**src/include/arsp_pkg.sv**
```systemverilog
// Package: constants and carrier types for the result serial/parallel port
package arsp_pkg;

   // ----------------------------------------
   // Sizes and counts
   // ----------------------------------------
   localparam int RESULT_WIDTH = 16;               // Bits in one conversion result
   localparam int CHAIN_DELAY_PERIODS = 16;        // Shift periods before chained data
   localparam int SYNC_STAGES = 2;                 // Flip-flops in each pin synchroniser
   localparam int INT_CLK_HALF_CYCLES = 4;         // Core cycles per internal clock half
   localparam logic [15:0] RESULT_RESET = 16'h0000; // Result register after reset
   localparam logic [4:0] BIT_COUNT_RESET = 5'h00;   // Bit counter after reset
   localparam logic [4:0] BIT_COUNT_LAST = 5'h10;    // Counter value once all bits are out

   // ----------------------------------------
   // Shift engine states
   // ----------------------------------------
   typedef enum logic [2:0] {
      ARSP_IDLE = 3'b001,   // No read in progress
      ARSP_SHIFT = 3'b010,  // Result bits leaving
      ARSP_CHAIN = 3'b100   // Chained data passing through
   } arsp_state_e;

   // ----------------------------------------
   // Pin group of one two-way pin
   // ----------------------------------------
   typedef struct packed {
      logic out;  // Level driven
      logic oe;   // High while driving
   } arsp_pin_s;

   // ----------------------------------------
   // Mode straps sampled into the core domain
   // ----------------------------------------
   typedef struct packed {
      logic serial;   // Serial port selected
      logic ext_clk;  // Host supplies the shift clock
      logic invert;   // Shift clock inverted
      logic straight; // Straight binary coding
   } arsp_mode_s;

endpackage

```
**src/arsp_sync.sv**
```systemverilog
// Two flip-flop synchroniser for a group of pin inputs
`timescale 1ns/1ps
`default_nettype none
module arsp_sync #(
   parameter int WIDTH = 1
) (
   input wire logic core_clk,
   input wire logic rst_n,
   input wire logic [WIDTH-1:0] async_in,
   output logic [WIDTH-1:0] sync_out
);
   // ----------------------------------------
   // Stages
   // ----------------------------------------
   logic [WIDTH-1:0] meta_reg; // First stage, read only by second

   // Two stage capture
   always_ff @(posedge core_clk or negedge rst_n) begin
      if (!rst_n) begin
         meta_reg <= '0;
         sync_out <= '0;
      end else begin
         meta_reg <= async_in;
         sync_out <= meta_reg;
      end
   end
endmodule
`default_nettype wire

```
**src/arsp_port.sv**
```systemverilog
// Result port pins seven to nine: parallel bits or serial shift port
`timescale 1ns/1ps
`default_nettype none
module arsp_port
   import arsp_pkg::*;
(
   input wire logic core_clk,
   input wire logic rst_n,
   input wire logic port_style_select,      // Pin: high serial
   input wire logic clock_source_select,    // Pin: high external clock
   input wire logic shift_clock_invert,     // Pin: invert shift clock
   input wire logic output_coding_select,   // Pin: high straight binary
   input wire logic chip_select_n,          // Pin: chip select
   input wire logic read_strobe_n,          // Pin: read strobe
   input wire logic conv_start,             // Core: conversion begins, pulse
   input wire logic conv_done,              // Core: result ready, pulse
   input wire logic [15:0] conv_result,     // Core: result with conv_done
   input wire logic [2:0] par_bits,         // Core: parallel bits 9..7 of result
   input wire logic rd_timing_in,           // Pin seven input level
   input wire logic sclk_in,                // Pin nine input level
   output arsp_pin_s parallel_bit_seven,    // Pin seven drive
   output arsp_pin_s parallel_bit_eight,    // Pin eight drive
   output arsp_pin_s parallel_bit_nine,     // Pin nine drive
   output logic busy                        // Conversion in progress
);
   // ----------------------------------------
   // Pin synchronisers
   // ----------------------------------------
   logic [6:0] raw_pins;  // Outside levels
   logic [6:0] sync_pins; // Synchronised levels
   // Read request is synced active high so that reset leaves every output released
   assign raw_pins = {port_style_select, clock_source_select, shift_clock_invert,
                      output_coding_select, ~(chip_select_n | read_strobe_n), rd_timing_in,
                      sclk_in};
   arsp_sync #(.WIDTH(7)) u_sync (
      .core_clk(core_clk),
      .rst_n(rst_n),
      .async_in(raw_pins),
      .sync_out(sync_pins)
   );

   // ----------------------------------------
   // Decoded mode
   // ----------------------------------------
   arsp_mode_s mode;     // Mode straps
   wire read_en;         // Select and strobe both low
   wire chain_lvl;       // Chain or read-timing level
   wire sclk_lvl;        // Host clock level
   assign mode = '{serial: sync_pins[6], ext_clk: sync_pins[5], invert: sync_pins[4],
                   straight: sync_pins[3]};
   assign read_en = sync_pins[2];
   assign chain_lvl = sync_pins[1];
   assign sclk_lvl = sync_pins[0];

   // ----------------------------------------
   // Result register and busy
   // ----------------------------------------
   logic [15:0] result_reg; // Held result
   logic busy_reg;          // Busy flag
   logic fresh_reg;         // Result not yet read

   // Format select: invert MSB for two's complement
   function automatic logic [15:0] code_fn(input logic [15:0] r, input logic straight);
      code_fn = straight ? r : {~r[15], r[14:0]};
   endfunction
   logic [15:0] coded; // Result in the selected coding
   assign coded = code_fn(result_reg, mode.straight);

   // Latch result, track busy
   always_ff @(posedge core_clk or negedge rst_n) begin
      if (!rst_n) begin
         result_reg <= RESULT_RESET;
         busy_reg <= 1'b0;
      end else begin
         if (conv_done) begin
            result_reg <= conv_result;
         end
         if (conv_start) begin
            busy_reg <= 1'b1;
         end else if (conv_done) begin
            busy_reg <= 1'b0;
         end
      end
   end
   assign busy = busy_reg;

   // ----------------------------------------
   // Shift clock edges
   // ----------------------------------------
   arsp_state_e state_reg, state_next; // Engine state
   logic sclk_d_reg;       // Previous host clock
   logic [2:0] div_reg;    // Internal clock divider
   logic int_clk_reg;      // Internal shift clock
   wire host_rise;         // Host clock rose
   wire host_fall;         // Host clock fell
   wire launch_edge;       // Edge that changes data
   wire int_fall;          // Internal clock falls next
   assign host_rise = sclk_lvl & ~sclk_d_reg;
   assign host_fall = ~sclk_lvl & sclk_d_reg;
   assign int_fall = int_clk_reg && div_reg == 3'(INT_CLK_HALF_CYCLES - 1);
   // Host clock: data launched on rising edge, or falling when inverted; internal clock: on its falling edge
   assign launch_edge = mode.ext_clk ? (mode.invert ? host_fall : host_rise)
                                     : int_fall;

   // Edge detector and internal divider
   always_ff @(posedge core_clk or negedge rst_n) begin
      if (!rst_n) begin
         sclk_d_reg <= 1'b0;
         div_reg <= 3'h0;
         int_clk_reg <= 1'b0;
      end else begin
         sclk_d_reg <= sclk_lvl;
         if (state_reg == ARSP_IDLE || div_reg == 3'(INT_CLK_HALF_CYCLES - 1)) begin
            div_reg <= 3'h0;
         end else begin
            div_reg <= div_reg + 3'h1;
         end
         if (state_reg == ARSP_IDLE) begin
            int_clk_reg <= 1'b0;
         end else if (div_reg == 3'(INT_CLK_HALF_CYCLES - 1)) begin
            int_clk_reg <= ~int_clk_reg;
         end
      end
   end

   // ----------------------------------------
   // Shift engine
   // ----------------------------------------
   logic [15:0] shift_reg;             // Outgoing bits
   logic [4:0] count_reg;              // Bits launched
   logic sdo_reg;                      // Serial output bit
   wire may_start;                     // Read may begin
   wire start;                         // Read begins now
   // Internal clock: read-timing high allows reads while busy, low only when idle; external clock ignores it
   assign may_start = mode.ext_clk ? fresh_reg
                     : (chain_lvl ? (fresh_reg | busy_reg)
                                  : (fresh_reg & ~busy_reg));
   assign start = mode.serial && read_en && state_reg == ARSP_IDLE && may_start;

   // Next state
   always_comb begin
      state_next = state_reg;
      case (state_reg)
         ARSP_IDLE: begin
            if (start) begin
               state_next = ARSP_SHIFT;
            end
         end
         ARSP_SHIFT: begin
            if (!read_en) begin
               state_next = ARSP_IDLE;
            end else if (launch_edge && count_reg == BIT_COUNT_LAST) begin
               state_next = mode.ext_clk ? ARSP_CHAIN : ARSP_IDLE;
            end
         end
         ARSP_CHAIN: begin
            if (!read_en) begin
               state_next = ARSP_IDLE;
            end
         end
         default: state_next = ARSP_IDLE;
      endcase
   end

   // Shift data MSB first, then pass chained input with external clock
   always_ff @(posedge core_clk or negedge rst_n) begin
      if (!rst_n) begin
         state_reg <= ARSP_IDLE;
         shift_reg <= RESULT_RESET;
         count_reg <= BIT_COUNT_RESET;
         sdo_reg <= 1'b0;
         fresh_reg <= 1'b0;
      end else begin
         state_reg <= state_next;
         if (start) begin
            shift_reg <= {coded[14:0], 1'b0};
            sdo_reg <= coded[15];
            count_reg <= 5'h1;
         end else if (launch_edge && state_reg == ARSP_SHIFT) begin
            shift_reg <= {shift_reg[14:0], 1'b0};
            // Sixteenth launch edge: all result bits have stood, pass chain with external clock, else drive 0
            if (count_reg == BIT_COUNT_LAST) begin
               sdo_reg <= mode.ext_clk ? chain_lvl : 1'b0;
            end else begin
               sdo_reg <= shift_reg[15];
            end
            count_reg <= count_reg + 5'h1;
         end else if (launch_edge && state_reg == ARSP_CHAIN) begin
            sdo_reg <= chain_lvl;
         end
         if (conv_done) begin
            fresh_reg <= 1'b1;
         end else if (start) begin
            fresh_reg <= 1'b0;
         end
      end
   end

   // ----------------------------------------
   // Pin drive
   // ----------------------------------------
   logic [2:0] par_reg; // Registered parallel bits
   always_ff @(posedge core_clk or negedge rst_n) begin
      if (!rst_n) begin
         par_reg <= 3'h0;
      end else begin
         par_reg <= par_bits;
      end
   end
   wire par_en; // Parallel outputs driving
   assign par_en = ~mode.serial & read_en;
   assign parallel_bit_seven = '{out: par_reg[0], oe: par_en};
   assign parallel_bit_eight = '{out: mode.serial ? sdo_reg : par_reg[1],
                                 oe: read_en};
   assign parallel_bit_nine = '{out: mode.serial ? (int_clk_reg ^ mode.invert) : par_reg[2],
                                oe: par_en | (mode.serial & ~mode.ext_clk & read_en)};
endmodule
`default_nettype wire

```
**config.mk**
```make
export PLATFORM = sky130hd
export DESIGN_NAME = arsp_port
export DESIGN_NICKNAME = d
export VERILOG_FILES = /design/src/include/arsp_pkg.sv /design/src/arsp_sync.sv /design/src/arsp_port.sv
export SDC_FILE = /design/constraint.sdc
export NUM_CORES = 1
export LEC_CHECK = 0
export BUFFER_PORTS_ARGS = -buffer_cell sky130_fd_sc_hd__buf_4
export CAP_MARGIN = 40
export CORE_MARGIN = 2
export CORE_UTILIZATION = 40
export DETAILED_ROUTE_END_ITERATION = 12
export PLACE_DENSITY = 0.6
export SLEW_MARGIN = 20
export SYNTH_ARGS = -nofsm -noshare
export SYNTH_HDL_FRONTEND = slang
export SYNTH_SLANG_ARGS = --single-unit
```
**constraint.sdc**
```tcl
create_clock -name core_clk -period 2.6 [get_ports core_clk]
set_input_delay 0.26 -clock core_clk [delete_from_list [all_inputs] [get_ports core_clk]]
set_output_delay 0.26 -clock core_clk [all_outputs]
set_load 0.01 [all_outputs]
```
==> metrics.yaml <==
status: "completed"
tightest_slew_ps: 558
fill_cells: 622
fp.dieH_um: 88.5
final_antenna_net_count: 0
drc: 0
synth_edf_count: 0
tns_ps: 0
post_dp_cell_area_mm2: 0.00318
firstDrtPassIters: 4
crit_type: "register to register"
netlist_area_mm2: 0.00286
crit_fanout: 18
finalInstanceArea_mm2: 0.00342
drive_gt1_frac: 0.344
largest_reg_flops: 16
vdd_drop_max_mv: 0.488
insertion_delay_ps: 340
vias_per_cell: 5.17
synth_cells: 239
ys_ff_latch: 64
synth.distinct_cells: 47
startpoint_type: "register"
slowest_stage: "dfstp_2"
cp_data_required_time_ps: 2860
boundaryPins: 38
via_count: 1955
fin_util: 0.498
ys_async_sr_fraction: 1.00
crit_path_cell_trace: "nor3b_4 > nand3_2 > nor2_4 > a2bb2oi_1"
core-area_mm2: 0.00687
clkSinkCount: 64
ctsHtreeMaxLevel: 3
yosys_warnings: 0
overflow: 0
powerDensity_mw_per_mm2: 672
layout_min_cycle_time_ps: 1980
post-place-cells: 360
grt_antenna_before_repair: 0
synth-main-ff-cell: "dfrtp_1"
grt_max_degree: 65
slew_violations: 0
synth_fp_nets: 274
dp_worst_setup_slack_ps: 649
dieWidth_um: 88.5
final_cells: 378
p_leak_nw: 1.38
cp.arrival_ps: 2240
cts_tree: "done"
wl_per_cell_um: 14.4
port_buffers: 37
cts_root_buffer: "clkbuf_8"
hpwl_mm: 3.52
ys_seq_area_frac: 0.561
antenna_cells: 0
hold_viol_final: 0
initial_utilization: 0.416
numCtsBuffers: 9
end_kind: "register"
first_global_vias: 1861
rsz0062_at_grt: "false"
gp_congestion: 0.818
synthToLayoutAreaGrowth_pct: 19.7
worst_hold_path_type: "input pin to register"
max_stage_delay_ps: 610
syn_area_per_cell_um2: 12.0
fmax_mhz: 505
cap_viol_max_count: 0
setup_ws_ps: 619
timing.final.crit_share: 0.762
cts_resized: 0
grt_pass1_wl_mm: 9.21
dr.first_iter.drc_count: 102
max-slew-margin-rel: 0.628
num_rows: 30
nets: 312
fin_skew_ps: 10.2
clock_path_buffers: 2
totalWireLength_mm: 5.46
grt_usage: 0.157
path_clk_slew_ps: 80
die_area_mm2: 0.00784
finalSetupViolCount: 0
==> cell type report <==
| class | count | area [um2] | share of cell area |
|---|---|---|---|
| Multi-Input combinational cell | 154 | 1130 | 0.331 |
| Clock buffer | 10 | 138 | 0.0402 |
| Timing Repair Buffer | 42 | 338 | 0.0987 |
| Inverter | 6 | 22.5 | 0.00658 |
| Clock inverter | 6 | 68.8 | 0.0201 |
| Tap cell | 96 | 120 | 0.0351 |
| Sequential cell | 64 | 1600 | 0.468 |
==> path summary, 6_finish.rpt <==
check | start | slack, ps | end | depth (start not counted)
min in group asynchronous | rst_n | 260 | u_sync.meta_reg[6] | 2
worst max-delay path | state_reg[0] | 620 | state_reg[1] | 4
max in group asynchronous | rst_n | 1810 | state_reg[0] | 3
worst max register to register | state_reg[0] | 620 | state_reg[1] | 4
worst min-delay path | par_bits[0] | 20 | par_reg[0] | 1
worst min register to register | u_sync.meta_reg[4] | 350 | u_sync.sync_out[4] | 0
==> critical path: cells and delay by family (launching register included) <==
kind / cells / cell delay [ps]
flip-flops: 1 / 610
AND/OR/NAND/NOR: 3 / 1110
AO/OA/AOI/OAI: 1 / 180
==> Yosys cell counts (2+ instances only) <==
| library cell | count | area (um2) |
|---|---|---|
| dfrtp_1 | 63 | 1580 |
| ha_1 | 4 | 50.1 |
| buf_6 | 3 | 33.8 |
| a21oi_1 | 8 | 40.0 |
| mux2_2 | 18 | 203 |
| nand3_1 | 21 | 105 |
| nand4_1 | 2 | 12.5 |
| nand2b_1 | 4 | 25.0 |
| a21o_1 | 4 | 30.0 |
| nor2b_1 | 3 | 18.8 |
| nor3_1 | 8 | 40.0 |
| o21ai_0 | 10 | 50.1 |
| nand4bb_1 | 2 | 22.5 |
| a31oi_1 | 15 | 93.8 |
| nand2_1 | 4 | 15.0 |
| xnor2_1 | 2 | 17.5 |
| o21ai_1 | 10 | 50.1 |
| buf_4 | 5 | 37.5 |
| buf_2 | 3 | 15.0 |
| clkbuf_1 | 3 | 11.3 |
| nor3_2 | 11 | 110 |
| inv_1 | 6 | 22.5 |
| nor2_1 | 6 | 22.5 |
==> cells by family (layout without fill, tap and decap cells) <==
logic type / Yosys count / count (layout) / synth area share
multiplexers: 20 / 20 / 0.0823
adder cells (fa/ha/maj): 4 / 4 / 0.0175
AND/OR/NAND/NOR: 72 / 72 / 0.167
XOR/XNOR: 3 / 3 / 0.00919
buffers and inverters: 21 / 64 / 0.0433
AO/OA/AOI/OAI: 55 / 55 / 0.120
flip-flops: 64 / 64 / 0.561
==> report_power, final <==
part | internal, W | switching, W | leakage [nW]
logic | 0.000134 | 0.000120 | 0.533
clock network | 0.000470 | 0.000403 | 0.0907
registers | 0.00111 | 0.0000685 | 0.760
==> metrics by stage <==
stage | hold WS [ps] | total power, W
after CTS | 9.26 | 0.00231
final | 21.6 | 0.00230
after global routing | 9.65 | 0.00241
after detailed placement | 335 | 0.00144
after floorplan | -35.6 | 0.00134
after global placement | 331 | 0.00144
==> per-layer routing <==
metal | routed length (um) | GRT usage | part of all wire
met1 | 2690 | 0.235 | 0.49
met2 | 2450 | 0.215 | 0.45
met3 | 186 | 0.0308 | 0.034
met4 | 124 | 0.0799 | 0.023
met5 | 0 | 0 | 0
==> cells in the final DEF, fill, tap and decap left out, types with 2 or more instances in the layout <==
cell type and count:
inv_1 6, nor2_1 6, buf_4 40, nand2_1 4, mux2_2 18, dfrtp_1 63
nor3_2 11, clkbuf_8 10, a31oi_1 15, nand4_1 2, nand4bb_1 2, clkinvlp_4 4
nor2b_1 3, a21o_1 4, a21oi_1 8, nand2b_1 4, nor3_1 8, ha_1 4
o21ai_1 10, xnor2_1 2, o21ai_0 10, nand3_1 21
==> repair_timing <==
action / in CTS / in global routing
buffers inserted: 0 / 0
endpoints found under the hold margin: 0 / 41
setup endpoints to repair: 0 / 0
hold buffers: 0 / 1
No activity file was read; power rests on OpenSTA's default activity.
